<file path="src/rtl/line_editor_pkg.sv">
// constants shared by the terminal line editor and its output queue
// assumes one 100 MHz system clock and an active-low asynchronous reset
package line_editor_pkg;

   // ****************************************
   // widths and depths
   // ****************************************
   localparam int DATA_W = 8;
   localparam int LINE_MAX = 128;
   localparam int LINE_AW = 8;
   localparam int IDX_W = 7;
   localparam int OUTQ_DEPTH = 16;
   localparam int OUTQ_AW = 4;
   localparam int SEQ_LEN = 6;
   localparam int SEQ_W = 48;
   localparam int SEQN_W = 3;

   // ****************************************
   // character codes
   // ****************************************
   localparam logic [7:0] CH_CMD_DFLT = 8'h03;
   localparam logic [7:0] CH_CANCEL_DFLT = 8'h18;
   localparam logic [7:0] CH_RETYPE_DFLT = 8'h12;
   localparam logic [7:0] CH_STOP_DFLT = 8'h13;
   localparam logic [7:0] CH_START_DFLT = 8'h11;
   localparam logic [7:0] CH_PASS_DFLT = 8'h16;
   localparam logic [7:0] CH_BS = 8'h08;
   localparam logic [7:0] CH_DEL = 8'h7F;
   localparam logic [7:0] CH_CR = 8'h0D;
   localparam logic [7:0] CH_SP = 8'h20;
   localparam logic [7:0] CH_BSL = 8'h5C;
   // prompt text, first character in the low byte
   localparam logic [31:0] PROMPT = {8'h3A, 8'h64, 8'h6D, 8'h63};
   localparam logic [SEQN_W-1:0] PROMPT_N = 3'h4;

   // ****************************************
   // register map
   // ****************************************
   localparam int REG_AW = 4;
   localparam logic [3:0] REG_CMD_CHAR = 4'h0;
   localparam logic [3:0] REG_CANCEL_CHAR = 4'h1;
   localparam logic [3:0] REG_RETYPE_CHAR = 4'h2;
   localparam logic [3:0] REG_STOP_CHAR = 4'h3;
   localparam logic [3:0] REG_START_CHAR = 4'h4;
   localparam logic [3:0] REG_PASS_CHAR = 4'h5;
   localparam logic [3:0] REG_CONFIG = 4'h6;
   localparam logic [3:0] REG_STATUS = 4'h7;
   localparam logic [3:0] REG_PREV_CODE = 4'h8;
   localparam logic [3:0] REG_LINE_LEN = 4'h9;
   localparam int CFG_RUBOUT_BIT = 0;
   localparam int CFG_FIX_BIT = 1;
   localparam int CFG_CONV_BIT = 2;
   localparam logic RUBOUT_RST = 1'b0;
   localparam logic FIX_RST = 1'b1;

   typedef enum logic [2:0] {
      ST_IDLE = 3'b001,
      ST_EMIT = 3'b010,
      ST_RETYPE = 3'b100
   } edit_state_e;

endpackage : line_editor_pkg

</file>
<file path="src/rtl/echo_fifo.sv">
// output character queue of the terminal line editor
// assumes push is never asked of a full queue nor pop of an empty one
`timescale 1ns/1ps
module echo_fifo #(
   parameter int WIDTH = 8,
   parameter int DEPTH = 16,
   parameter int AW = 4
) (
   input wire logic core_clk_i,
   input wire logic arst_n_i,
   input wire logic push_i,
   input wire logic [WIDTH-1:0] push_data_i,
   input wire logic pop_i,
   output logic [WIDTH-1:0] pop_data_o,
   output logic full_o,
   output logic empty_o
);

   logic [WIDTH-1:0] mem_q [DEPTH];
   logic [AW:0] wr_q;
   logic [AW:0] rd_q;

   assign full_o = (wr_q[AW] != rd_q[AW]) && (wr_q[AW-1:0] == rd_q[AW-1:0]);
   assign empty_o = (wr_q == rd_q);
   assign pop_data_o = mem_q[rd_q[AW-1:0]];

   always_ff @(posedge core_clk_i or negedge arst_n_i) begin
      if (!arst_n_i) begin
         wr_q <= '0;
         rd_q <= '0;
      end else begin
         if (push_i && !full_o) begin
            wr_q <= (AW+1)'(wr_q + 1'b1);
         end
         if (pop_i && !empty_o) begin
            rd_q <= (AW+1)'(rd_q + 1'b1);
         end
      end
   end

   always_ff @(posedge core_clk_i) begin
      if (push_i && !full_o) begin
         mem_q[wr_q[AW-1:0]] <= push_data_i;
      end
   end

endmodule : echo_fifo

</file>
<file path="src/rtl/terminal_line_editor.sv">
// terminal-side input handler: mode switching, line editing, echo and flow control
// assumes host characters arrive synchronous to core_clk_i with a valid/ready handshake
//
// Notes on behaviour
// - the command-entry character (default 0x03) takes conversation mode to command mode.
// - a break on the host line does the same as the command-entry character.
// - the command-entry character in command mode does nothing and keeps the typed line.
// - each special character is set by code and the previous code is kept for readback.
// - the editing characters work in both modes unless noted otherwise.
// - rubout selection picks delete (0x7F) when on and backspace when off as the erase key.
// - with display fix on an erase echoes backspace, space, backspace.
// - with display fix off an erase echoes one backslash.
// - the cancel-line character drops the line and echoes backslash and carriage return.
// - a cancel in command mode is followed by a fresh prompt.
// - the retype character echoes backslash, line break, cmd: in command mode, then the current line.
// - the stop character halts output to the host and the start character resumes it.
// - in conversation mode carriage return sends the packet unless it was passed.
// - any character after the pass character is stored literally.
// - the command-entry character is not echoed; a prompt is shown instead.
// - the pass character is programmable like the others.
`timescale 1ns/1ps
module terminal_line_editor
   import line_editor_pkg::*;
(
   input wire logic core_clk_i,
   input wire logic arst_n_i,
   input wire logic rx_valid_i,
   input wire logic [7:0] rx_data_i,
   input wire logic rx_break_i,
   output logic rx_ready_o,
   output logic tx_valid_o,
   output logic [7:0] tx_data_o,
   input wire logic tx_ready_i,
   output logic pkt_send_o,
   output logic cmd_line_o,
   output logic [7:0] line_len_o,
   output logic cmd_mode_o,
   input wire logic [IDX_W-1:0] rd_idx_i,
   output logic [7:0] rd_char_o,
   input wire logic [REG_AW-1:0] reg_addr_i,
   input wire logic [7:0] reg_wdata_i,
   input wire logic reg_wr_i,
   input wire logic reg_rd_i,
   output logic [7:0] reg_rdata_o
);

   // ****************************************
   // state
   // ****************************************
   logic [7:0] cmd_char_q, cancel_char_q, retype_char_q;
   logic [7:0] stop_char_q, start_char_q, pass_char_q, prev_code_q;
   logic rubout_sel_q, fix_q, cmd_mode_q, halt_q, pass_q;
   logic [7:0] line_buf_q [LINE_MAX];
   logic [LINE_AW-1:0] len_q, idx_q;
   edit_state_e state_q, state_d;
   logic [SEQ_W-1:0] seq_q, seq_d;
   logic [SEQN_W-1:0] seq_n_q, seq_n_d;
   logic retype_q, retype_d;
   logic rx_ready_q, tx_valid_q, pkt_send_q, cmd_line_q;
   logic [7:0] tx_data_q, line_len_q, rd_char_q, reg_rdata_q;
   logic take, brk_take, push, pop, q_full, q_empty;
   logic [7:0] push_data, q_data, erase_ch;
   logic act_enter, act_cancel, act_retype, act_stop, act_start;
   logic act_pass, act_erase, act_cr, act_store, room;

   assign take = rx_valid_i && rx_ready_q;
   assign brk_take = rx_break_i && rx_ready_q;
   assign erase_ch = rubout_sel_q ? CH_DEL : CH_BS;
   assign room = (len_q < LINE_AW'(LINE_MAX));

   // ****************************************
   // input classification
   // ****************************************
   // priority order settles clashes when two codes are programmed equal
   always_comb begin
      act_enter = 1'b0;
      act_cancel = 1'b0;
      act_retype = 1'b0;
      act_stop = 1'b0;
      act_start = 1'b0;
      act_pass = 1'b0;
      act_erase = 1'b0;
      act_cr = 1'b0;
      act_store = 1'b0;
      if (brk_take) begin
         act_enter = !cmd_mode_q;
      end else if (take && pass_q) begin
         act_store = 1'b1;
      end else if (take) begin
         if (rx_data_i == cmd_char_q) begin
            act_enter = !cmd_mode_q;
         end else if (rx_data_i == cancel_char_q) begin
            act_cancel = 1'b1;
         end else if (rx_data_i == retype_char_q) begin
            act_retype = 1'b1;
         end else if (rx_data_i == stop_char_q) begin
            act_stop = 1'b1;
         end else if (rx_data_i == start_char_q) begin
            act_start = 1'b1;
         end else if (rx_data_i == pass_char_q) begin
            act_pass = 1'b1;
         end else if (rx_data_i == erase_ch) begin
            act_erase = 1'b1;
         end else if (rx_data_i == CH_CR) begin
            act_cr = 1'b1;
         end else begin
            act_store = 1'b1;
         end
      end
   end

   // ****************************************
   // mode, halt and pass flags
   // ****************************************
   always_ff @(posedge core_clk_i or negedge arst_n_i) begin
      if (!arst_n_i) begin
         cmd_mode_q <= 1'b1;
      end else if (act_enter) begin
         cmd_mode_q <= 1'b1;
      end else if (reg_wr_i && reg_addr_i == REG_CONFIG && reg_wdata_i[CFG_CONV_BIT]) begin
         cmd_mode_q <= 1'b0;
      end
   end

   // halt only gates the drain; input keeps flowing into the line until the queue fills
   always_ff @(posedge core_clk_i or negedge arst_n_i) begin
      if (!arst_n_i) begin
         halt_q <= 1'b0;
      end else if (act_stop) begin
         halt_q <= 1'b1;
      end else if (act_start) begin
         halt_q <= 1'b0;
      end
   end

   always_ff @(posedge core_clk_i or negedge arst_n_i) begin
      if (!arst_n_i) begin
         pass_q <= 1'b0;
      end else if (act_pass) begin
         pass_q <= 1'b1;
      end else if (act_store || brk_take) begin
         pass_q <= 1'b0;
      end
   end

   // ****************************************
   // line buffer
   // ****************************************
   always_ff @(posedge core_clk_i or negedge arst_n_i) begin
      if (!arst_n_i) begin
         len_q <= '0;
      end else if (act_enter || act_cancel || act_cr) begin
         len_q <= '0;
      end else if (act_erase && len_q != '0) begin
         len_q <= LINE_AW'(len_q - 1'b1);
      end else if (act_store && room) begin
         len_q <= LINE_AW'(len_q + 1'b1);
      end
   end

   always_ff @(posedge core_clk_i) begin
      if (act_store && room) begin
         line_buf_q[len_q[IDX_W-1:0]] <= rx_data_i;
      end
   end

   always_ff @(posedge core_clk_i or negedge arst_n_i) begin
      if (!arst_n_i) begin
         pkt_send_q <= 1'b0;
         cmd_line_q <= 1'b0;
         line_len_q <= '0;
         rd_char_q <= '0;
      end else begin
         pkt_send_q <= act_cr && !cmd_mode_q;
         cmd_line_q <= act_cr && cmd_mode_q;
         if (act_cr) begin
            line_len_q <= len_q;
         end
         rd_char_q <= line_buf_q[rd_idx_i];
      end
   end

   // ****************************************
   // echo sequencer
   // ****************************************
   // every echo but the retyped line goes through the sequence register so the idle state never
   // needs room in the queue; input stalls while a sequence drains
   always_comb begin
      state_d = state_q;
      seq_d = seq_q;
      seq_n_d = seq_n_q;
      retype_d = retype_q;
      push = 1'b0;
      case (state_q)
         ST_IDLE: begin
            retype_d = 1'b0;
            state_d = ST_EMIT;
            if (act_enter) begin
               seq_d = SEQ_W'({PROMPT, CH_CR});
               seq_n_d = SEQN_W'(PROMPT_N + 1'b1);
            end else if (act_cancel) begin
               seq_d = cmd_mode_q ? {PROMPT, CH_CR, CH_BSL} : SEQ_W'({CH_CR, CH_BSL});
               seq_n_d = cmd_mode_q ? SEQN_W'(SEQ_LEN) : 3'h2;
            end else if (act_retype) begin
               seq_d = cmd_mode_q ? {PROMPT, CH_CR, CH_BSL} : SEQ_W'({CH_CR, CH_BSL});
               seq_n_d = cmd_mode_q ? SEQN_W'(SEQ_LEN) : 3'h2;
               retype_d = 1'b1;
            end else if (act_erase && len_q != '0) begin
               seq_d = fix_q ? SEQ_W'({CH_BS, CH_SP, CH_BS}) : SEQ_W'(CH_BSL);
               seq_n_d = fix_q ? 3'h3 : 3'h1;
            end else if (act_cr) begin
               seq_d = cmd_mode_q ? SEQ_W'({PROMPT, CH_CR}) : SEQ_W'(CH_CR);
               seq_n_d = cmd_mode_q ? SEQN_W'(PROMPT_N + 1'b1) : 3'h1;
            end else if (act_store && room) begin
               seq_d = SEQ_W'(rx_data_i);
               seq_n_d = 3'h1;
            end else begin
               state_d = ST_IDLE;
            end
         end
         ST_EMIT: begin
            if (!q_full) begin
               push = 1'b1;
               seq_d = seq_q >> DATA_W;
               seq_n_d = SEQN_W'(seq_n_q - 1'b1);
               if (seq_n_q == 3'h1) begin
                  state_d = retype_q ? ST_RETYPE : ST_IDLE;
               end
            end
         end
         ST_RETYPE: begin
            if (idx_q == len_q) begin
               state_d = ST_IDLE;
            end else if (!q_full) begin
               push = 1'b1;
            end
         end
         default: begin
            state_d = ST_IDLE;
         end
      endcase
   end

   assign push_data = (state_q == ST_RETYPE) ? line_buf_q[idx_q[IDX_W-1:0]] : seq_q[7:0];

   always_ff @(posedge core_clk_i or negedge arst_n_i) begin
      if (!arst_n_i) begin
         state_q <= ST_IDLE;
         seq_q <= '0;
         seq_n_q <= '0;
         retype_q <= 1'b0;
         rx_ready_q <= 1'b0;
      end else begin
         state_q <= state_d;
         seq_q <= seq_d;
         seq_n_q <= seq_n_d;
         retype_q <= retype_d;
         rx_ready_q <= (state_d == ST_IDLE);
      end
   end

   always_ff @(posedge core_clk_i or negedge arst_n_i) begin
      if (!arst_n_i) begin
         idx_q <= '0;
      end else if (state_q != ST_RETYPE) begin
         idx_q <= '0;
      end else if (push) begin
         idx_q <= LINE_AW'(idx_q + 1'b1);
      end
   end

   // ****************************************
   // output queue and host-facing stage
   // ****************************************
   echo_fifo #(
      .WIDTH(DATA_W),
      .DEPTH(OUTQ_DEPTH),
      .AW(OUTQ_AW)
   ) u_outq (
      .core_clk_i(core_clk_i),
      .arst_n_i(arst_n_i),
      .push_i(push),
      .push_data_i(push_data),
      .pop_i(pop),
      .pop_data_o(q_data),
      .full_o(q_full),
      .empty_o(q_empty)
   );

   // a character already offered stays offered through a halt
   assign pop = !q_empty && !halt_q && (!tx_valid_q || tx_ready_i);

   always_ff @(posedge core_clk_i or negedge arst_n_i) begin
      if (!arst_n_i) begin
         tx_valid_q <= 1'b0;
         tx_data_q <= '0;
      end else if (pop) begin
         tx_valid_q <= 1'b1;
         tx_data_q <= q_data;
      end else if (tx_ready_i) begin
         tx_valid_q <= 1'b0;
      end
   end

   // ****************************************
   // register port
   // ****************************************
   always_ff @(posedge core_clk_i or negedge arst_n_i) begin
      if (!arst_n_i) begin
         cmd_char_q <= CH_CMD_DFLT;
         cancel_char_q <= CH_CANCEL_DFLT;
         retype_char_q <= CH_RETYPE_DFLT;
         stop_char_q <= CH_STOP_DFLT;
         start_char_q <= CH_START_DFLT;
         pass_char_q <= CH_PASS_DFLT;
         prev_code_q <= '0;
         rubout_sel_q <= RUBOUT_RST;
         fix_q <= FIX_RST;
      end else if (reg_wr_i) begin
         case (reg_addr_i)
            REG_CMD_CHAR: begin
               cmd_char_q <= reg_wdata_i;
               prev_code_q <= cmd_char_q;
            end
            REG_CANCEL_CHAR: begin
               cancel_char_q <= reg_wdata_i;
               prev_code_q <= cancel_char_q;
            end
            REG_RETYPE_CHAR: begin
               retype_char_q <= reg_wdata_i;
               prev_code_q <= retype_char_q;
            end
            REG_STOP_CHAR: begin
               stop_char_q <= reg_wdata_i;
               prev_code_q <= stop_char_q;
            end
            REG_START_CHAR: begin
               start_char_q <= reg_wdata_i;
               prev_code_q <= start_char_q;
            end
            REG_PASS_CHAR: begin
               pass_char_q <= reg_wdata_i;
               prev_code_q <= pass_char_q;
            end
            REG_CONFIG: begin
               rubout_sel_q <= reg_wdata_i[CFG_RUBOUT_BIT];
               fix_q <= reg_wdata_i[CFG_FIX_BIT];
            end
            default: begin
            end
         endcase
      end
   end

   always_ff @(posedge core_clk_i or negedge arst_n_i) begin
      if (!arst_n_i) begin
         reg_rdata_q <= '0;
      end else if (reg_rd_i) begin
         case (reg_addr_i)
            REG_CMD_CHAR: reg_rdata_q <= cmd_char_q;
            REG_CANCEL_CHAR: reg_rdata_q <= cancel_char_q;
            REG_RETYPE_CHAR: reg_rdata_q <= retype_char_q;
            REG_STOP_CHAR: reg_rdata_q <= stop_char_q;
            REG_START_CHAR: reg_rdata_q <= start_char_q;
            REG_PASS_CHAR: reg_rdata_q <= pass_char_q;
            REG_CONFIG: reg_rdata_q <= {6'h00, fix_q, rubout_sel_q};
            REG_STATUS: reg_rdata_q <= {5'h00, pass_q, halt_q, cmd_mode_q};
            REG_PREV_CODE: reg_rdata_q <= prev_code_q;
            REG_LINE_LEN: reg_rdata_q <= len_q;
            default: reg_rdata_q <= '0;
         endcase
      end else begin
         reg_rdata_q <= '0;
      end
   end

   assign rx_ready_o = rx_ready_q;
   assign tx_valid_o = tx_valid_q;
   assign tx_data_o = tx_data_q;
   assign pkt_send_o = pkt_send_q;
   assign cmd_line_o = cmd_line_q;
   assign line_len_o = line_len_q;
   assign cmd_mode_o = cmd_mode_q;
   assign rd_char_o = rd_char_q;
   assign reg_rdata_o = reg_rdata_q;

   // ****************************************
   // checks
   // ****************************************
   property p_enter;
      @(posedge core_clk_i) disable iff (!arst_n_i)
      take && !rx_break_i && !pass_q && !cmd_mode_q && rx_data_i == cmd_char_q
      |=> cmd_mode_q && state_q == ST_EMIT && seq_q[7:0] == CH_CR && len_q == '0;
   endproperty
   a_enter: assert property (p_enter) else $error("command entry failed");

   property p_break;
      @(posedge core_clk_i) disable iff (!arst_n_i)
      brk_take && !cmd_mode_q |=> cmd_mode_q ##1 !rx_ready_o;
   endproperty
   a_break: assert property (p_break) else $error("break did not enter command mode");

   property p_cmd_idle;
      @(posedge core_clk_i) disable iff (!arst_n_i)
      take && !rx_break_i && !pass_q && cmd_mode_q && rx_data_i == cmd_char_q
      |=> len_q == $past(len_q) && state_q == ST_IDLE;
   endproperty
   a_cmd_idle: assert property (p_cmd_idle) else $error("entry char acted in cmd mode");

   property p_erase_bsl;
      @(posedge core_clk_i) disable iff (!arst_n_i)
      act_erase && !fix_q && len_q != '0
      |=> len_q == LINE_AW'($past(len_q) - 1'b1) && seq_q[7:0] == CH_BSL && seq_n_q == 3'h1;
   endproperty
   a_erase_bsl: assert property (p_erase_bsl) else $error("erase echo wrong");

   property p_erase_fix;
      @(posedge core_clk_i) disable iff (!arst_n_i)
      act_erase && fix_q && len_q != '0 |=> seq_q[23:0] == {CH_BS, CH_SP, CH_BS};
   endproperty
   a_erase_fix: assert property (p_erase_fix) else $error("display fix echo wrong");

   property p_cancel;
      @(posedge core_clk_i) disable iff (!arst_n_i)
      act_cancel && cmd_mode_q
      |=> len_q == '0 && seq_n_q == SEQN_W'(SEQ_LEN) && seq_q == {PROMPT, CH_CR, CH_BSL};
   endproperty
   a_cancel: assert property (p_cancel) else $error("cancel echo wrong");

   property p_send;
      @(posedge core_clk_i) disable iff (!arst_n_i)
      act_cr && !cmd_mode_q |=> pkt_send_o && line_len_o == $past(len_q) ##1 !pkt_send_o;
   endproperty
   a_send: assert property (p_send) else $error("packet not sent on return");

   property p_pass_cr;
      @(posedge core_clk_i) disable iff (!arst_n_i)
      take && !rx_break_i && pass_q && rx_data_i == CH_CR && room
      |=> !pkt_send_o && !pass_q && len_q == LINE_AW'($past(len_q) + 1'b1);
   endproperty
   a_pass_cr: assert property (p_pass_cr) else $error("passed char not stored");

   property p_halt;
      @(posedge core_clk_i) disable iff (!arst_n_i)
      halt_q && !tx_valid_o |=> !tx_valid_o;
   endproperty
   a_halt: assert property (p_halt) else $error("output while halted");

   property p_prev;
      @(posedge core_clk_i) disable iff (!arst_n_i)
      reg_wr_i && reg_addr_i == REG_CMD_CHAR
      |=> prev_code_q == $past(cmd_char_q) && cmd_char_q == $past(reg_wdata_i);
   endproperty
   a_prev: assert property (p_prev) else $error("previous code not kept");

endmodule : terminal_line_editor

</file>
<file path="config.mk">
export PLATFORM = sky130hd
export DESIGN_NAME = terminal_line_editor
export DESIGN_NICKNAME = d
export VERILOG_FILES = /design/src/rtl/line_editor_pkg.sv /design/src/rtl/echo_fifo.sv /design/src/rtl/terminal_line_editor.sv
export SDC_FILE = /design/constraint.sdc
export NUM_CORES = 2
export LEC_CHECK = 0
export ABC_AREA = 1
export BUFFER_PORTS_ARGS = -buffer_cell sky130_fd_sc_hd__buf_4
export CAP_MARGIN = 20
export CORE_MARGIN = 10
export CORE_UTILIZATION = 30
export CTS_BUF_LIST = sky130_fd_sc_hd__clkbuf_4 sky130_fd_sc_hd__clkbuf_8
export DETAILED_ROUTE_END_ITERATION = 16
export PLACE_DENSITY_LB_ADDON = 0.12
export SLEW_MARGIN = 20
export SYNTH_ARGS = -nofsm -noshare
export SYNTH_HDL_FRONTEND = slang
export SYNTH_HIERARCHICAL = 1
export SYNTH_SLANG_ARGS = --single-unit
</file>
<file path="constraint.sdc">
create_clock -name core_clk_i -period 3 [get_ports core_clk_i]
set_clock_uncertainty 0.15 [all_clocks]
set_input_delay 0.45 -clock core_clk_i [delete_from_list [all_inputs] [get_ports core_clk_i]]
set_output_delay 0.45 -clock core_clk_i [all_outputs]
set_load 0.03 [all_outputs]
</file>
# Yosys cells after proc, flatten, opt, wreduce, memory -nomap -nowiden
# Memories as Yosys holds them, arrays and structs flattened. A register that Yosys moved wholly into a read port is not among the register bits.
# Cells that the tools add are included.
[totals]
ff_bits = 162
latch_bits = 0
ram_bits = 1152
romBits = 0
input_bits = 34
out_inout_bits = 37
mem_count = 2
[mem_list]
columns = ["name", "words", "word_bits", "read_ports", "rd_clocked_by_memory_dff", "write_ports", "line_no", "text"]
rows = [
  ["line_buf_q", 128, 8, 2, 1, 1, "terminal_line_editor.sv:53", "logic [7:0] line_buf_q [LINE_MAX];"],
  ["u_outq.mem_q", 16, 8, 1, 1, 1, "echo_fifo.sv:19", "logic [WIDTH-1:0] mem_q [DEPTH];"],
]
[op_classes]
n_addsub = 6
n_mul = 0
div = 0
n_lt_le_gt_ge = 1
n_eq_ne = 29
n_shift = 0
n_mux = 132
bitwise_logic = 0
n_reduce_logical = 44
[op_table]
columns = ["operator", "n"]
rows = [
  ["48-bit 2-to-1 mux", 7],
  ["48-bit one-hot mux with 2 select lines", 1],
  ["1-bit 2-to-1 mux", 88],
  ["8-bit one-hot mux with 10 select lines", 1],
  ["8-bit equality test", 7],
  ["8-bit 2-to-1 mux", 7],
  ["8-bit one-hot mux with 6 select lines", 1],
  ["46-bit 2-to-1 mux", 1],
  ["3-bit 2-to-1 mux", 13],
  ["38-bit 2-to-1 mux", 1],
  ["20-bit 2-to-1 mux", 1],
  ["8-bit by 1-bit adder with 8-bit output (second input constant)", 2],
  ["4-bit by 3-bit equality test with 1-bit output (second input constant)", 4],
  ["2-bit AND reduction", 8],
  ["1-bit logical AND", 14],
  ["2-bit 2-to-1 mux", 7],
  ["2-bit nonzero test", 6],
  ["5-bit by 1-bit adder with 5-bit output (second input constant)", 2],
  ["3-bit by 1-bit equality test with 1-bit output (second input constant)", 3],
  ["3-bit one-hot mux with 3 select lines", 1],
  ["4-bit by 2-bit equality test with 1-bit output (second input constant)", 2],
  ["4-bit equality test (second input constant)", 2],
  ["8-bit by 4-bit equality test with 1-bit output (second input constant)", 1],
  ["8-bit by 7-bit equality test with 1-bit output", 1],
  ["22 further kinds", 31],
]

# Logic depth before layout (Yosys ltp)
[logic_depth]
ltp_word = 21
mapped_depth = 23

# By module
# The synthesis kept the hierarchy.
[modules_own_cells]
columns = ["module", "instances", "cells_per_inst", "area_per_inst_um2", "seq_area_each_um2"]
rows = [
  ["terminal_line_editor", 1, 6217, 58661.3, 34424.3],
  ["echo_fifo", 1, 559, 5936.9, 4093.9],
]

# Worst setup path before layout
# OpenSTA, ideal clock, no wires.
[synth_path]
kind = "reg2reg"
from = "reg rx_ready_q (netlist: rx_ready_o)"
to = "reg len_q[7]"
setup_time_ps = 121
arrival_time_ps = 2623
slack_ps = 105
path_stages_with_launch = 19
path_buffers = 0
path_cell_list = "dfrtp_1 > nand2_1 > nor2_1 > nand2_1 > nor2_1 > nand2_1 > nor2_2 > nand3_2 > inv_1 > ha_1 > a21oi_1 > nand2_1 > a21oi_1 > o21bai_1 > nand2_1 > nand2_1 > a21o_1 > nor2_1 > o21ai_1"
[synth_between]
elab_chain_len = 7
elab_cells_between_ends = 25
classes_between = "mux: 17; reduce/logical: 8"
[synth_rtl]
columns = ["element", "line_no", "text"]
rows = [
  ["start, declared", "terminal_line_editor.sv:59", "logic rx_ready_q, tx_valid_q, pkt_send_q, cmd_line_q;"],
  ["start signal, assigned", "terminal_line_editor.sv:258", "rx_ready_q <= (state_d == ST_IDLE);"],
  ["1-bit logical AND", "terminal_line_editor.sv:66", "assign take = rx_valid_i && rx_ready_q;"],
  ["1-bit 2-to-1 mux or 1-bit logical AND (tied branches)", "terminal_line_editor.sv:89, terminal_line_editor.sv:87", ""],
  ["1-bit 2-to-1 mux", "terminal_line_editor.sv:87", "end else if (take && pass_q) begin"],
  ["1-bit 2-to-1 mux", "terminal_line_editor.sv:85", "if (brk_take) begin"],
  ["1-bit logical AND or 1-bit logical OR (tied branches)", "terminal_line_editor.sv:154, terminal_line_editor.sv:152", ""],
  ["8-bit 2-to-1 mux or 1-bit logical OR (tied branches)", "terminal_line_editor.sv:154, terminal_line_editor.sv:152", ""],
  ["8-bit 2-to-1 mux or 3-bit nonzero test (tied branches)", "--", ""],
  ["end signal, assigned", "terminal_line_editor.sv:155", "len_q <= LINE_AW'(len_q - 1'b1);"],
  ["end signal, assigned", "terminal_line_editor.sv:157", "len_q <= LINE_AW'(len_q + 1'b1);"],
  ["end, declared", "terminal_line_editor.sv:54", "logic [LINE_AW-1:0] len_q, idx_q;"],
]
# Parallel ways exist; a longest one is shown, timed or not.
# A chain may end at the register's enable or synchronous reset.

# Worst setup path in the final report
[layout_path]
from = "reg idx_q[0]"
to = "mem u_outq.mem_q[7][5], data pin"
[layout_between]
elab_chain_len = 2
[layout_rtl]
columns = ["element", "line_no", "text"]
rows = [
  ["start, declared", "terminal_line_editor.sv:54", ""],
  ["start signal, assigned", "terminal_line_editor.sv:268", "idx_q <= LINE_AW'(idx_q + 1'b1);"],
  ["memory read 128 x 8 bit", "--", ""],
  ["8-bit 2-to-1 mux", "terminal_line_editor.sv:244", "assign push_data = (state_q == ST_RETYPE) ? line_buf_q[idx_q[IDX_W-1:0]] : seq_q[7:0];"],
  ["named net push_data[5]", "terminal_line_editor.sv:62", "logic [7:0] push_data, q_data, erase_ch;"],
  ["end, declared", "echo_fifo.sv:19", ""],
]
# The timed path passes the listed nets, and every way through them passes these cells.

==> impl_results.md <==
- Status: finished with violations
- Failing checks: setup timing
- Worst path slowest cell: dfrtp_4
- Gr usage total: 21.4%
- First-pass GRT wire length: 377000 um
- Pleak: around 30 nW
- Yosys reg bits: between 1000 and 1500
- Syn_nets: around 6800
- Startpoint types: register
- Crit path DAT: 3.63 ns
- Largest net degree at the start of global routing: 92
- Input/output buffers: 70
- Wire per inst: approximately 25 um
- Commonest cells after routing, fill and taps aside: o21ai_0, edfxtp_1, nor2_1
- Critical Path Sink Type: register
- Hold Fails Final Rpt: 0
- Layout cells sized above 1: a little under a fifth
- Core area: roughly 210000 um^2
- Root Driver: clkbuf_8
- F_max: 0.330 GHz
- Final Core Density: 37.4%
- Seq. cell area: about 39000 um^2
- Placed cells: 9921
- Critical path class: register to register
- CP required: about 3.6 ns
- Crit path buf inv count: 6
- Die width: between 400 and 500 um
- Overall power: between 40 and 50 mW
- Number of cell rows: 170
- Placement Cell Area: 73500 um^2
- Nets: 7433
- Area of the mapped netlist: 64600 um^2
- M1 GR Usage: 29.5%
- Commonest non-fill, non-tap cell in the layout: o21ai_0
- Max-Cap Viols: 0
- Die area: 234000 um^2
- Syn Inst Count: 6776
- TritonCTS buffer count: ~240
- Chip height: 484 um
- GRT met2 Usage: 34.3%
- Initial Util: between 30% and 40%
- GR Overflow Total: 0
- Routability Congestion: 0.868
- Reg clk slew, reported paths: about 0.060 ns
- Max incr delay on CP: between 0.4 and 0.5 ns
- Area grow syn2layout: 24.0%
- Post-Layout Inst Area: 80100 um^2
- Peak VDD IR: 0.000500 V
- Clock latency on the worst-skew pair: 1.02 ns
- Cell variety after synth: 57
- H-tree depth: 4
- Fillers: 21516
- Gr busiest metal: met2
- Post-DP HPWL: about 180000 um
- Primary FF master, synth: edfxtp_1
- Seq/Total Area, Yosys: 59.6%
- Area of the multi-input gates: 23000 um^2
- Crit Path Max Fanout: 15
- Final setup TNS: -0.428 ns
- Unrepaired setup endpoints after global routing: true
- IO Count: a little over 70
- Clock buffer depth: 3
- R2R Setup Slk: -0.03 ns
- Hold Crit Class: primary input to register
- Hold Slack: 0.182 ns
- Post-DR vias/cell: 5.29
- Final WL: 262000 um
- Final non-filler cell total: roughly 10000
- Slew margin rel.: 38.5%
- Clock tree from TritonCTS: done
- First drt pass iteration count: 6
- PwrDens: between 500 and 600 nW/um^2
- DRC viols: 0
- Via count: 55147
- Endpoints failing setup: 39
- Met3 Usage GRT: under 10%
- Initial antenna violation count: 7
- Place WS: -0.376 ns
- Iteration-0 DRC Markers: 5690
- CP top delay family: buffers and inverters
- Critical path cell sequence: buf_12 -> buf_12 -> buf_4 -> o21ai_1 -> o21ai_1 -> buf_4 -> nand2_1 -> nand4_1 -> nand3_2 -> nand3_4 -> nand3_2 -> buf_6 -> nand2_4 -> buf_6
- Max-slew violations: 0
- Mean area per synthesized cell: 9.53 um^2
- Worst Tran Pin Value: 0.922 ns
- Clock sinks: 1308
- Fin crit period: 3.03 ns
- Post-route ant nets: 0
- PnR worst setup slack: -0.0331 ns
- Synthesis Warnings: 6
- Fraction of registers with async set/reset: 11.9%
- Vias in the first global route: 53495
- Post-synth EDFFs: 1152
- Period utilization: 101%
cell families after synthesis:
family                   share of synthesized area [%]
AO/OA/AOI/OAI                                     20.3
XOR/XNOR                                         0.664
flip-flops                                        59.6
buffers and inverters                             5.81
AND/OR/NAND/NOR                                   13.3
adder cells (fa/ha/maj)                          0.302
report_power, final:
part / total [mW] / switching (mW) / leakage, nW / internal (mW)
Sequential: 21.2 / 0.465 / 12.3 / 20.7
Combinational: 8.38 / 5.70 / 14.2 / 2.68
Clock: 17.7 / 8.12 / 2.59 / 9.60
Total: 47.3 / 14.3 / 29.2 / 33.0
Yosys cell counts (14+ instances only):
cell,n,share of area (%)
o22ai_1,40,0.39
edfxtp_1,1152,54
buf_6,18,0.31
nand4_1,32,0.31
or2_1,26,0.25
a21oi_1,540,4.2
inv_2,16,0.093
clkbuf_1,308,1.8
or2_0,31,0.30
o21ai_0,1432,11
dfrtp_1,139,5.4
nor2_1,879,5.1
buf_1,45,0.26
dfstp_2,17,0.69
nand2_1,736,4.3
nand3_1,272,2.1
inv_1,382,2.2
ha_1,14,0.27
buf_2,116,0.90
o21ai_1,157,1.2
xnor2_1,38,0.52
o211ai_1,259,3.0
repair_timing:
item,in CTS,in global routing
cloned,9,4
setup buffers,6,5
hold buffers,38,0
endpoints found under the hold margin,441,0
endpoints found under the setup margin,257,432
pin swaps,26,37
gates resized for setup,132,111
state kept, by name (all words and copies together) (netlist names), 3 cells and up:
register,count
cmd_char_q,8
tx_data_o,8
cancel_char_q,8
prev_code_q,8
state_q,3
u_outq/rd_q,5
len_q,8
u_outq/mem_q,128
retype_char_q,8
line_buf_q,1024
start_char_q,8
stop_char_q,8
reg_rdata_o,8
idx_q,8
rd_char_o,8
pass_char_q,8
seq_q,26
u_outq/wr_q,5
line_len_o,8
seq_n_q,3
layer usage:
metal | share of wire, % | up-vias
met4 | 3.4 | 2
met5 | 0.0034 | -
met2 | 46 | 2123
met1 | 44 | 27275
met3 | 6.5 | 424
li1 | - | 25323
worst paths after layout:
check	cells past startpoint	startpoint	to
setup / recovery	14	idx_q[0]$_DFFE_PN0P_	u_outq/mem_q[7][5]$_DFFE_PP_
hold / removal	2	rx_data_i[2]	line_buf_q[8][2]$_DFFE_PP_
setup reg to reg	14	idx_q[0]$_DFFE_PN0P_	u_outq/mem_q[7][5]$_DFFE_PP_
hold reg to reg	2	seq_n_q[1]$_DFFE_PN0P_	seq_n_q[1]$_DFFE_PN0P_
max in group asynchronous	4	arst_n_i	rd_char_o[2]$_DFF_PN0_
min in group asynchronous	3	arst_n_i	cmd_char_q[0]$_DFFE_PN1P_
area by class of cell:
| type | count | share of cell area, % |
|---|---|---|
| flip-flops and latches | 1308 | 48.1 |
| diodes | 3 | 0.00937 |
| repair buffers | 868 | 10.6 |
| well taps | 2838 | 4.43 |
| clock buffers | 318 | 4.97 |
| multi-input cells | 4560 | 28.7 |
| inverters | 409 | 1.95 |
| clock inverters | 128 | 1.16 |
(Power assumes the default switching activity.)
